File: src/hw/odu_oh_map.svh
// register offsets, field positions, reset values and frame counts of the overhead block
// assumes inclusion by bare name from the package, whose macros the design module uses
`ifndef ODU_OH_MAP_SVH
`define ODU_OH_MAP_SVH
// register byte offsets
`define REG_CTRL        4'h0
`define REG_TANDEM      4'h4
`define REG_STATUS      4'h8
`define REG_DELAY       4'hc
// control register fields
`define CTRL_START_BIT  0
`define CTRL_DMEN_BIT   1
`define CTRL_MULTI_BIT  2
`define CTRL_DISC_BIT   3
`define CTRL_MAXL_LSB   4
`define CTRL_RESET      8'h32
// tandem register fields
`define TAND_MARK_LSB   0
`define TAND_OVL_LSB    8
`define TAND_MAINT_LSB  16
// path and tandem status codes
`define STAT_NORMAL     3'h1
`define STAT_LOCKED     3'h5
`define STAT_OPEN       3'h6
`define STAT_ALARM      3'h7
`define STAT_NOSRC      3'h0
`define STAT_INUSE      3'h1
// frame counts, tandem level limit and trace period mask
`define PERSIST_FRAMES  3'h3
`define DELAY_MAX       16'hffff
`define TANDEM_LEVELS   3'h6
`define TRACE_PERIOD_MASK 8'h3f
`endif

File: src/hw/odu_oh_pkg.sv
// types shared by the overhead block and its bench
// assumes odu_oh_map.svh sits beside it on the include path
package odu_oh_pkg;
  `include "odu_oh_map.svh"
  typedef enum logic [2:0] {
    DM_IDLE    = 3'b001,
    DM_WAIT    = 3'b010,
    DM_CONFIRM = 3'b100
  } dm_state_t;
  typedef enum logic [2:0] {
    MS_NONE   = 3'b000,
    MS_LOCKED = 3'b001,
    MS_OPEN   = 3'b010,
    MS_ALARM  = 3'b100
  } maint_t;
  typedef enum logic [2:0] {
    FLD_OTHER  = 3'h0,
    FLD_TANDEM = 3'h1,
    FLD_PATH   = 3'h2,
    FLD_DELAYB = 3'h3
  } fld_kind_t;
  // overhead byte classification for one row/column position
  typedef struct packed {
    fld_kind_t  kind;
    logic [2:0] level;   // tandem level 1..6, 0 outside the tandem byte positions
    logic [1:0] sub;     // byte within the three-byte field
    logic       resv;    // byte carries reserved content in this instance
  } fld_t;
  // received overhead sampled at a frame boundary
  typedef struct packed {
    logic [2:0] pathStatus;
    logic       pathMarker;
    logic [5:0] tandemMarker;
  } rx_oh_t;
endpackage

File: src/hw/odu_oh_engine.sv
// path delay marker engine, status coding and tandem overhead layout
// assumes frame and overhead position inputs are synchronous to clk
//
// Our own choices: strobed register access and the register addresses.
module odu_oh_engine
  import odu_oh_pkg::*;
(
  // clock and reset
  input  wire logic        clk,
  input  wire logic        resetn,
  input  wire logic        ce,
  // register port
  input  wire logic [3:0]  regAddr,
  input  wire logic [31:0] regWdata,
  input  wire logic        regWr,
  input  wire logic        regRd,
  output logic      [31:0] regRdata,
  // frame timing and received overhead
  input  wire logic        frameStart,
  input  wire logic [7:0]  multiframe,
  input  wire rx_oh_t      rxOh,
  // overhead position being built
  input  wire logic [1:0]  ohRow,
  input  wire logic [3:0]  ohCol,
  input  wire logic [7:0]  ohInstance,
  // transmitted overhead
  output logic [2:0]       txPathStatus,
  output logic             txPathMarker,
  output logic [5:0]       txTandemMarker,
  output logic [2:0]       txTandemStatus [6],
  output logic [11:0]      txPathReserved,
  output fld_t             ohField,
  output logic             traceStart,
  output logic [5:0]       traceIndex,
  output logic             traceDiscovery,
  // receive indications
  output maint_t           rxMaint,
  output logic             rxTandemUndefined
);

  ////////////////////////////////////////////////////////////////////////
  // helper functions

  // classify a received three-bit status code
  function automatic maint_t decode_status(input logic [2:0] code, input logic multi);
    case (code)
      `STAT_LOCKED: decode_status = MS_LOCKED;
      `STAT_OPEN:   decode_status = multi ? MS_NONE : MS_OPEN;
      `STAT_ALARM:  decode_status = MS_ALARM;
      default:      decode_status = MS_NONE;
    endcase
  endfunction

  // saturating frame counter step
  function automatic logic [15:0] sat_add(input logic [15:0] a, input logic [15:0] b);
    logic [16:0] s;
    s = {1'b0, a} + {1'b0, b};
    sat_add = s[16] ? `DELAY_MAX : s[15:0];
  endfunction

  ////////////////////////////////////////////////////////////////////////
  // control registers

  logic       startReq;
  logic       delayEnable;
  logic       multiLane;
  logic       discovery6;
  logic [2:0] maxLevels;
  logic [5:0] tandemMarkerCfg;
  logic [5:0] overlapMask;
  logic [1:0] tandemMaint [6];
  dm_state_t  dmState;

  wire wrCtrl   = ce && regWr && regAddr == `REG_CTRL;
  wire wrTandem = ce && regWr && regAddr == `REG_TANDEM;

  // control write; the start bit is a request that the engine consumes
  always_ff @(posedge clk or negedge resetn) begin
    if (!resetn) begin
      delayEnable <= 1'b1;
      multiLane   <= 1'b0;
      discovery6  <= 1'b0;
      maxLevels   <= 3'h3;
    end else if (wrCtrl) begin
      delayEnable <= regWdata[`CTRL_DMEN_BIT];
      multiLane   <= regWdata[`CTRL_MULTI_BIT];
      discovery6  <= regWdata[`CTRL_DISC_BIT];
      // more than six levels cannot exist, so larger writes clamp
      maxLevels   <= (regWdata[`CTRL_MAXL_LSB +: 3] > `TANDEM_LEVELS) ?
                     `TANDEM_LEVELS : regWdata[`CTRL_MAXL_LSB +: 3];
    end
  end

  // start request: a new write wins over the consumption
  always_ff @(posedge clk or negedge resetn) begin
    if (!resetn) begin
      startReq <= 1'b0;
    end else if (wrCtrl && regWdata[`CTRL_START_BIT] && delayEnable) begin
      startReq <= 1'b1;
    end else if (ce && frameStart && dmState == DM_IDLE) begin
      startReq <= 1'b0;
    end
  end

  // tandem settings: markers, overlap mask, per-level maintenance request
  always_ff @(posedge clk or negedge resetn) begin
    if (!resetn) begin
      tandemMarkerCfg <= 6'h00;
      overlapMask     <= 6'h00;
      for (int i = 0; i < 6; i++) tandemMaint[i] <= 2'h0;
    end else if (wrTandem) begin
      tandemMarkerCfg <= regWdata[`TAND_MARK_LSB +: 6];
      overlapMask     <= regWdata[`TAND_OVL_LSB +: 6];
      for (int i = 0; i < 6; i++) tandemMaint[i] <= regWdata[`TAND_MAINT_LSB + 2*i +: 2];
    end
  end

  ////////////////////////////////////////////////////////////////////////
  // path delay measurement

  logic       pathMarker;
  logic       rxMarkerPrev;
  logic [2:0] persistCnt;
  logic [15:0] frameCnt;
  logic [15:0] delayResult;
  logic       delayValid;
  logic       delayInvalid;

  wire rxBack   = rxOh.pathMarker == pathMarker;
  wire rxChange = rxOh.pathMarker != rxMarkerPrev;

  // previous received marker, for transition detection
  always_ff @(posedge clk or negedge resetn) begin
    if (!resetn) rxMarkerPrev <= 1'b0;
    else if (ce && frameStart) rxMarkerPrev <= rxOh.pathMarker;
  end

  // measurement sequence; persistence frames are held apart from the count
  always_ff @(posedge clk or negedge resetn) begin
    if (!resetn) begin
      dmState      <= DM_IDLE;
      pathMarker   <= 1'b0;
      persistCnt   <= 3'h0;
      frameCnt     <= 16'h0000;
      delayResult  <= 16'h0000;
      delayValid   <= 1'b0;
      delayInvalid <= 1'b0;
    end else if (ce && frameStart) begin
      case (dmState)
        DM_IDLE: begin
          if (startReq) begin
            pathMarker   <= ~pathMarker;
            frameCnt     <= 16'h0000;
            delayValid   <= 1'b0;
            delayInvalid <= 1'b0;
            dmState      <= DM_WAIT;
          end
        end
        DM_WAIT: begin
          if (frameCnt == `DELAY_MAX) begin
            delayInvalid <= 1'b1;
            delayResult  <= `DELAY_MAX;
            dmState      <= DM_IDLE;
          end else if (rxBack && rxChange) begin
            persistCnt <= 3'h1;
            dmState    <= DM_CONFIRM;
          end else begin
            frameCnt <= sat_add(frameCnt, 16'h0001);
          end
        end
        DM_CONFIRM: begin
          if (!rxBack) begin
            // a bit error imitated the edge: those frames were real delay
            frameCnt <= sat_add(frameCnt, {13'h0, persistCnt} + 16'h0001);
            dmState  <= DM_WAIT;
          end else if (persistCnt + 3'h1 >= `PERSIST_FRAMES) begin
            delayResult <= frameCnt;
            delayValid  <= 1'b1;
            dmState     <= DM_IDLE;
          end else begin
            persistCnt <= persistCnt + 3'h1;
          end
        end
        default: dmState <= DM_IDLE;
      endcase
    end
  end

  ////////////////////////////////////////////////////////////////////////
  // transmitted overhead bits

  // path status, marker, reserved bits and tandem delay byte
  always_ff @(posedge clk or negedge resetn) begin
    if (!resetn) begin
      txPathStatus   <= `STAT_NORMAL;
      txPathMarker   <= 1'b0;
      txPathReserved <= 12'h000;
      txTandemMarker <= 6'h00;
    end else if (ce) begin
      txPathStatus   <= `STAT_NORMAL;
      txPathMarker   <= delayEnable ? pathMarker : 1'b0;
      txPathReserved <= 12'h000;
      for (int i = 0; i < 6; i++)
        txTandemMarker[i] <= (3'(i) < maxLevels) ? tandemMarkerCfg[i] : 1'b0;
    end
  end

  // tandem status; overlapped endpoints stay non-intrusive
  always_ff @(posedge clk or negedge resetn) begin
    if (!resetn) begin
      for (int i = 0; i < 6; i++) txTandemStatus[i] <= `STAT_NOSRC;
    end else if (ce) begin
      for (int i = 0; i < 6; i++) begin
        if (3'(i) >= maxLevels)
          txTandemStatus[i] <= `STAT_NOSRC;
        else if (overlapMask[i])
          txTandemStatus[i] <= `STAT_INUSE;
        else if (tandemMaint[i] == 2'h1)
          txTandemStatus[i] <= `STAT_LOCKED;
        else if (tandemMaint[i] == 2'h2)
          txTandemStatus[i] <= `STAT_ALARM;
        else if (tandemMaint[i] == 2'h3 && !multiLane)
          txTandemStatus[i] <= `STAT_OPEN;
        else
          txTandemStatus[i] <= `STAT_INUSE;
      end
    end
  end

  ////////////////////////////////////////////////////////////////////////
  // overhead layout and trace alignment

  fld_t next_field;

  // map row/column to a field; row 2 cols 5-13 hold levels 3..1, row 3 cols 1-9 levels 6..4
  always_comb begin
    logic [3:0] off;
    off        = 4'h0;
    next_field = '{kind: FLD_OTHER, level: 3'h0, sub: 2'h0, resv: 1'b0};
    if (ohRow == 2'h2 && ohCol == 4'h3) begin
      next_field.kind = FLD_DELAYB;
    end else if (ohRow == 2'h2 && ohCol >= 4'h5 && ohCol <= 4'hd) begin
      off              = ohCol - 4'h5;
      next_field.kind  = FLD_TANDEM;
      next_field.level = 3'h3 - 3'(off / 4'h3);
      next_field.sub   = 2'(off % 4'h3);
    end else if (ohRow == 2'h3 && ohCol >= 4'h1 && ohCol <= 4'h9) begin
      off              = ohCol - 4'h1;
      next_field.kind  = FLD_TANDEM;
      next_field.level = 3'h6 - 3'(off / 4'h3);
      next_field.sub   = 2'(off % 4'h3);
    end else if (ohRow == 2'h3 && ohCol >= 4'ha && ohCol <= 4'hc) begin
      next_field.kind = FLD_PATH;
      next_field.sub  = 2'(ohCol - 4'ha);
    end
    // instance 1 carries full subfields; later lanes are partly reserved in multi-lane and FLD_OTHER in single-lane
    if (multiLane && ohInstance > 8'h01 && next_field.kind != FLD_OTHER
        && next_field.kind != FLD_DELAYB)
      next_field.resv = 1'b1;
    if (!multiLane && ohInstance > 8'h01)
      next_field.kind = FLD_OTHER;
  end

  // registered field, trace index and discovery select
  always_ff @(posedge clk or negedge resetn) begin
    if (!resetn) begin
      ohField        <= '{kind: FLD_OTHER, level: 3'h0, sub: 2'h0, resv: 1'b0};
      traceStart     <= 1'b0;
      traceIndex     <= 6'h00;
      traceDiscovery <= 1'b0;
    end else if (ce) begin
      ohField        <= next_field;
      traceIndex     <= multiframe[5:0];
      traceStart     <= (multiframe & `TRACE_PERIOD_MASK) == 8'h00;
      traceDiscovery <= discovery6 && next_field.level == 3'h6;
    end
  end

  ////////////////////////////////////////////////////////////////////////
  // receive indications

  // maintenance decode, and tandem content marked undefined under it
  always_ff @(posedge clk or negedge resetn) begin
    if (!resetn) begin
      rxMaint           <= MS_NONE;
      rxTandemUndefined <= 1'b0;
    end else if (ce && frameStart) begin
      rxMaint           <= decode_status(rxOh.pathStatus, multiLane);
      rxTandemUndefined <= decode_status(rxOh.pathStatus, multiLane) != MS_NONE;
    end
  end

  ////////////////////////////////////////////////////////////////////////
  // register read

  always_ff @(posedge clk or negedge resetn) begin
    if (!resetn) begin
      regRdata <= 32'h0000_0000;
    end else if (ce) begin
      regRdata <= 32'h0000_0000;
      if (regRd) begin
        case (regAddr)
          `REG_CTRL:   regRdata <= {25'h0, maxLevels, discovery6, multiLane,
                                    delayEnable, startReq};
          `REG_TANDEM: regRdata <= {4'h0, tandemMaint[5], tandemMaint[4], tandemMaint[3],
                                    tandemMaint[2], tandemMaint[1], tandemMaint[0],
                                    2'h0, overlapMask, 2'h0, tandemMarkerCfg};
          `REG_STATUS: regRdata <= {23'h0, rxMaint, dmState, delayInvalid, delayValid,
                                    pathMarker};
          `REG_DELAY:  regRdata <= {16'h0, delayResult};
          default:     regRdata <= 32'h0000_0000;
        endcase
      end
    end
  end
endmodule

File: config.mk
export PLATFORM = sky130hd
export DESIGN_NAME = odu_oh_engine
export DESIGN_NICKNAME = d
export VERILOG_FILES = /design/src/hw/odu_oh_pkg.sv /design/src/hw/odu_oh_engine.sv
export VERILOG_INCLUDE_DIRS = /design/src /design/src/hw
export SDC_FILE = /design/constraint.sdc
export NUM_CORES = 1
export LEC_CHECK = 0
export BUFFER_PORTS_ARGS = -buffer_cell sky130_fd_sc_hd__buf_4
export CAP_MARGIN = 20
export CORE_ASPECT_RATIO = 0.75
export CORE_UTILIZATION = 52
export CTS_BUF_LIST = sky130_fd_sc_hd__clkbuf_8
export DETAILED_ROUTE_END_ITERATION = 10
export PLACE_DENSITY = 0.75
export SLEW_MARGIN = 20
export SYNTH_ARGS = -nofsm -noshare
export SYNTH_HDL_FRONTEND = slang
export SYNTH_SLANG_ARGS = --single-unit
File: constraint.sdc
create_clock -name clk -period 2 [get_ports clk]
set_input_delay 0.6 -clock clk [delete_from_list [all_inputs] [get_ports clk]]
set_output_delay 0.6 -clock clk [all_outputs]
set_load 0.02 [all_outputs]
==> results.toml, run 1 <==
[placement]
gp_congestion = 0.9498
dpl.hpwl_um = 17120
port_buffers = 130

[grt]
grt_overflow = 0
grt_use_total = 0.3095
grt_pass1_vias = 6993
grt_max_degree = 49
grt_pass1_wl_um = 38000
antenna_found_initial = 0

[cts]
htreeDepth = 4
cts.reportedPaths.clkPinSlew_ns = 0.10
numClockSinks = 146
cts-buffers-inserted = 17
root_buffer = "clkbuf_8"
cts_tree = "built"
cts_buffer_depth = 2
insertion_delay_ns = 0.46

[timing]
slew_viol_final = 0
worst_slack_ns = -1.174
worst_pin_slew_ns = 0.7957
skew_ns = 0.01210
rsz0062_at_grt = "yes"
holdWs_ns = 0.3034
fin_crit_sh = 1.587
fmax_ghz = 0.3150
slew_headroom = 0.4695
finalHoldViolations = 0
period_needed_ns = 3.174
final-setup-viol-count = 40

[final_layout]
post-route-util = 0.7526
areaGrowthSynthToFinish_pct = 41.48
antenna_cells = 0
final_cell_mix = "buf_4 (259), dfrtp_1 (139), nand2_1 (62)"
final_common_cell = "buf_4"
drive_gt1_frac = 0.4271
nets = 1171

[yosys]
synth_seq_cells = 146
syn_area_um2 = 8073
async_flop_share = 1.000
yosysUniqueCellTypes = 79
yosysWarnings = 0
synthFlopType = "dfrtp_1"
ys_seq_area_frac = 0.4532
postSynthCellCount = 818
synth_edf_count = 0
syn_avg_cell_area_um2 = 9.869

[routing]
route.met2.wl_um = 11330
drc = 0
dr.pass1.iters = 6
vias = 7555
highest_layer = "met4"
wl_met3_um = 2352
antenna_left = 0
wl_met1_um = 10970
vias_per_cell = 5.829
wl_per_cell_um = 19.36
initialDrtViolationCount = 801
wl_um = 25090

[setup_path]
worst_setup_path_start_kind = "primary input"
crit_type = "in -> reg"
cp_max_fo = 4
rrSetupSlack_ns = -0.26
crit_required_ns = 2.40
arrival_ns = 3.58
cp-end-kind = "register"

[outcome]
status = "finished, violations left"
failed_checks = "setup timing"

[pwr]
power.leakage_uw = 0.005303
p_switching_uw = 3676
ir_drop_mv = 0.6461
pwr-share-seq = 0.389
p_clk_frac = 0.241
p_sw_frac = 0.3734
power.density_nw_per_um2 = 862.0
p_int_uw = 6169
p_comb_frac = 0.371

[floorplan]
num_io_pins = 167
rows = 39
die_y_um = 109.9
die-area_um2 = 16030
die_x_um = 145.9
start_util = 0.5319
core_area_um2 = 15180

[job]
drv_cap = 0

[worst_hold_path]
min_path_type = "in -> reg"
-- state kept, by name (all words and copies together), names as in the netlist, 3 cells and up --
name,cells
delayResult,16
tandemMaint,12
traceIndex,6
maxLevels,3
txTandemMarker,6
txTandemStatus,18
ohField,8
persistCnt,3
rxMaint,3
regRdata,28
dmState,3
frameCnt,16
overlapMask,6
tandemMarkerCfg,6
-- power by group through the flow --
stage	combinational [µW]	sequential, µW	clock [µW]
final	3650	3830	2370
after global routing	3910	3880	2540
after CTS	3160	3800	2390
after detailed placement	2870	3840	0
after global placement	2830	3830	0
after floorplan	1610	3860	0
-- cells in the mapped netlist (all sizes together) (4+ instances only) --
master / number / share of area
dfrtp: 142 / 0.44
a31oi: 11 / 0.0085
nor2: 52 / 0.028
o31ai: 5 / 0.0047
a221oi: 8 / 0.012
clkbuf: 29 / 0.014
a21oi: 38 / 0.024
o22ai: 8 / 0.0062
nor2b: 10 / 0.0077
and3: 8 / 0.0062
inv: 52 / 0.024
o2bb2ai: 32 / 0.035
a22o: 24 / 0.026
o32ai: 5 / 0.0064
dfstp: 4 / 0.013
or2: 6 / 0.0046
o21ai: 56 / 0.035
ha: 18 / 0.028
nand3b: 5 / 0.0047
mux2: 32 / 0.045
nand3: 23 / 0.014
nand4: 7 / 0.0054
xor2: 8 / 0.011
nand4b: 4 / 0.0043
nand2: 67 / 0.031
a22oi: 7 / 0.0065
nor4: 5 / 0.0046
xnor2: 9 / 0.0098
nand2b: 8 / 0.0062
buf: 41 / 0.034
o21a: 5 / 0.0047
nor3: 13 / 0.0093
mux2i: 16 / 0.020
o31a: 5 / 0.0054
nor4bb: 5 / 0.0062
nor3b: 4 / 0.0043
-- final cells by class --
| class | instances | area [µm²] |
|---|---|---|
| multi-input cells | 570 | 4504 |
| clock buffers | 17 | 234.0 |
| clock inverters | 15 | 167.7 |
| flip-flops and latches | 146 | 3662 |
| inverters | 52 | 202.7 |
| fillers | 1056 | 3755 |
| repair buffers | 291 | 2394 |
| well taps | 205 | 256.5 |
-- path summary, 6_finish.rpt --
kind / from / endpoint / cells after the start
worst max-delay path: ohCol[0] / traceDiscovery / 21
worst min-delay path: multiframe[0] / traceStart / 2
worst max register to register: frameCnt[0] / frameCnt[8] / 10
worst min register to register: rxTandemUndefined / rxTandemUndefined / 2
max in group asynchronous: resetn / delayEnable / 3
min in group asynchronous: resetn / rxTandemUndefined / 2
-- per-layer routing --
layer / up-vias / global-route usage
met4: 0 / 0.08647
met2: 362 / 0.4586
met1: 3687 / 0.4403
met3: 48 / 0.09087
li1: 3458 / -
met5: - / 0
-- critical path, stage by stage --
cell and delay, ns:
buf_6 0.10, o21a_1 0.19, or2_4 0.24, o22ai_4 0.17, ha_2 0.19, inv_2 0.04, ha_4 0.17, inv_4 0.06
nor3_2 0.04, a211oi_2 0.19, nand3b_1 0.15, ha_4 0.21, nor2_4 0.10, nand2_2 0.06, o32ai_4 0.10, inv_2 0.07
ha_4 0.15, nand4b_1 0.14, or2_1 0.24, a211oi_2 0.21, a22o_1 0.14
-- stage by stage --
step	worst slack (ns)	cell area [µm²]	TNS [ns]	cells	total power (µW)
floorplan	-1.695	8319	-8.289	836	5464
global placement	-1.694	10220	-12.66	1234	6658
detailed placement	-1.709	10220	-14.30	1234	6711
CTS	-1.156	10970	-6.552	1282	9355
global route	-1.352	11420	-12.56	1296	10330
finish	-1.174	11420	-9.832	1296	9845
-- kinds of logic after synthesis --
family | synth area share
muxes | 0.06448
AOI/OAI and AO/OA | 0.2089
buffers and inverters | 0.07222
xor gates and xnor gates | 0.02030
other | 0.0009303
and+or+nand+nor | 0.1496
DFF | 0.4532
adders and majority gates | 0.03038
-- repair_timing --
action,4_1_cts,5_1_grt
hold endpoints to repair,0,1
hold buffers,0,1
setup buffers,14,16
setup endpoints to repair,41,46
gates resized for setup,48,77
cloned,3,0
pin swaps,40,38
Note: power is estimated with default switching activity, not from simulation.
==> run 2, diff against run 1 <==
--- a/config.mk
+++ b/config.mk
@@ -8,7 +8,6 @@
 export LEC_CHECK = 0
 export BUFFER_PORTS_ARGS = -buffer_cell sky130_fd_sc_hd__buf_4
 export CAP_MARGIN = 20
-export CORE_ASPECT_RATIO = 0.75
 export CORE_UTILIZATION = 52
 export CTS_BUF_LIST = sky130_fd_sc_hd__clkbuf_8
 export DETAILED_ROUTE_END_ITERATION = 10
==> run 2 against run 1 <==
  * The run still ends with setup timing left
  * Setup slack lost 0.060 ns
  * Count of clock-buffer cells in the layout is the same
  * Via count shrank 1.1%
  * Clock power grew 4%
  * Utilization shrank 0.90 points
  * Power grew 0.25%
  * Sequential share of layout area grew 0.31 points
  * Critical path type unchanged
  * Global-route usage shrank 1.6 points
  * Sequential power is essentially flat
  * Combinational power shrank 1%
  * Highest routed layer unchanged
  * Critical path depth grew 1
==> results.toml, run 2 (same netlist as run 1, synthesis figures left out) <==
[outcome]
status = "finished, violations left"
failed_checks = "setup timing"

[setup_path]
max_stage_delay_ns = 0.26
arrival_ns = 3.63
worst_setup_path_start_kind = "primary input"
cp.buffers_inverters = 6
cp_max_fo = 4
crit_type = "in -> reg"
reg2reg_depth = 10
cp-end-kind = "register"
cp_slowest_cell = "or2_4"
rrSetupSlack_ns = -0.17
crit_chain = "buf_8 -> o21a_1 -> or2_4 -> o22ai_4 -> ha_2 -> inv_2 -> ha_4 -> inv_4 -> nor3_4 -> a211oi_2 -> nand3b_1 -> ha_2 -> nor2_1 -> nand2_1 -> o32ai_4 -> inv_2 -> ha_4 -> nand4b_1 -> or2_1 -> buf_4 -> buf_4 -> nand3_1"
r2r_start = "persistCnt[0]"
r2r_end = "frameCnt[8]"
path_delay_family = "simple AND/OR/NAND/NOR gates"
crit_required_ns = 2.40

[timing]
worst_slack_ns = -1.235
slew_viol_final = 0
fin_crit_sh = 1.617
period_needed_ns = 3.235
rsz0062_at_grt = "yes"
worst_pin_slew_ns = 0.7589
finalHoldViolations = 0
skew_ns = 0.01309
final-setup-viol-count = 35
tns_ns = -7.973
slew_headroom = 0.4941
fmax_ghz = 0.3091

[pwr]
ir_drop_mv = 0.5308
power.leakage_uw = 0.005254
power.density_nw_per_um2 = 873.0

[routing]
drc = 0
antenna_left = 0
wl_um = 23800
initialDrtViolationCount = 663
wl_per_cell_um = 18.80
vias_per_cell = 5.901
dr.pass1.iters = 6
vias = 7471

[cts]
cts_tree = "built"
root_buffer = "clkbuf_8"
cts_buffer_depth = 2
cts.reportedPaths.clkPinSlew_ns = 0.09
cts-buffers-inserted = 17
insertion_delay_ns = 0.46
htreeDepth = 4
numClockSinks = 146

[placement]
gp_congestion = 0.8864
dpl.hpwl_um = 16430
port_buffers = 130

[floorplan]
start_util = 0.5310
rows = 45
die_y_um = 126.6
die_x_um = 126.6
core_area_um2 = 15200
die-area_um2 = 16030
num_io_pins = 167

[worst_hold_path]
holdPathEnd = "traceStart"
whs_path_depth = 2
min_from = "multiframe[0]"
min_path_type = "in -> reg"

[final_layout]
post-route-util = 0.7436
top_regs = "regRdata (28), txTandemStatus (18)"
areaGrowthSynthToFinish_pct = 40.03
antenna_cells = 0
final_cell_mix = "buf_4 (248), dfrtp_1 (141), nand2_1 (62)"
largest_reg_flops = 28
largest-register = "regRdata"
drive_gt1_frac = 0.4147
nets = 1158
nFillCells = 1023
final_common_cell = "buf_4"

[grt]
grt_pass1_wl_um = 37010
grt_pass1_vias = 7308
grt_use_total = 0.2940
antenna_found_initial = 0
grt_max_degree = 44
grt_overflow = 0

[job]
drv_cap = 0
-- run 2: cell count changes in the layout (fill, tap and decap cells not counted), sizes merged --
cell      delta
o2111a       -1
inv          -4
bufinv       +2
nand3        -1
clkinvlp     +1
o211a        +1
clkinv       +1
clkbuf       +1
buf         -13
-- run 2: worst max-delay path by stage --
| stage | startpoint | end | slack, ns | cells past startpoint |
|---|---|---|---|---|
| after floorplan | ohCol[0] | traceDiscovery | -1.69 | 22 |
| after global placement | ohCol[1] | traceDiscovery | -1.68 | 19 |
| after detailed placement | ohCol[1] | traceDiscovery | -1.78 | 21 |
| after CTS | ohCol[1] | traceDiscovery | -1.15 | 21 |
| after global routing | ohCol[1] | traceDiscovery | -1.41 | 21 |
| final | ohCol[1] | ohField[5] | -1.23 | 22 |
-- run 2: layout make-up --
type | count | area, µm² | area share
clock buffers | 17 | 234.0 | 0.02070
clock inverters | 15 | 180.2 | 0.01594
inverters | 52 | 202.7 | 0.01793
multi-input cells | 569 | 4474 | 0.3958
flip-flops and latches | 146 | 3660 | 0.3237
well taps | 188 | 235.2 | 0.02081
repair buffers | 279 | 2318 | 0.2051
-- run 2: report_power, final --
part           internal, µW  switching, µW  total (µW)
Combinational          1780           1830        3610
Clock                  1240           1210        2460
Sequential             3380            423        3800
Total                  6400           3470        9870
-- run 2: layer usage --
layer	global-route usage	share of wire	vias up
met4	0.1077	0.032	0
met2	0.4920	0.48	335
met5	0	0	-
li1	-	-	3433
met1	0.3838	0.41	3630
met3	0.05188	0.071	73
-- run 2: repair_timing --
item / CTS / global route
pin swaps: 34 / 45
setup buffers: 11 / 15
gates resized for setup: 49 / 70
hold buffers: 1 / 0
setup endpoints to repair: 40 / 44
cloned: 0 / 2
hold endpoints to repair: 22 / 0
-- run 2: metrics by stage --
stage	std cells	power, µW	hold slack [ns]	setup WS, ns	cell area, µm²
2_1_floorplan	836	5464	0.3044	-1.695	8319
3_3_place_gp	1208	6720	0.4673	-1.675	10160
3_5_place_dp	1208	6809	0.4773	-1.780	10160
4_1_cts	1252	9447	0.3000	-1.152	10860
5_1_grt	1266	10360	0.3023	-1.409	11300
6_report	1266	9869	0.3102	-1.235	11300
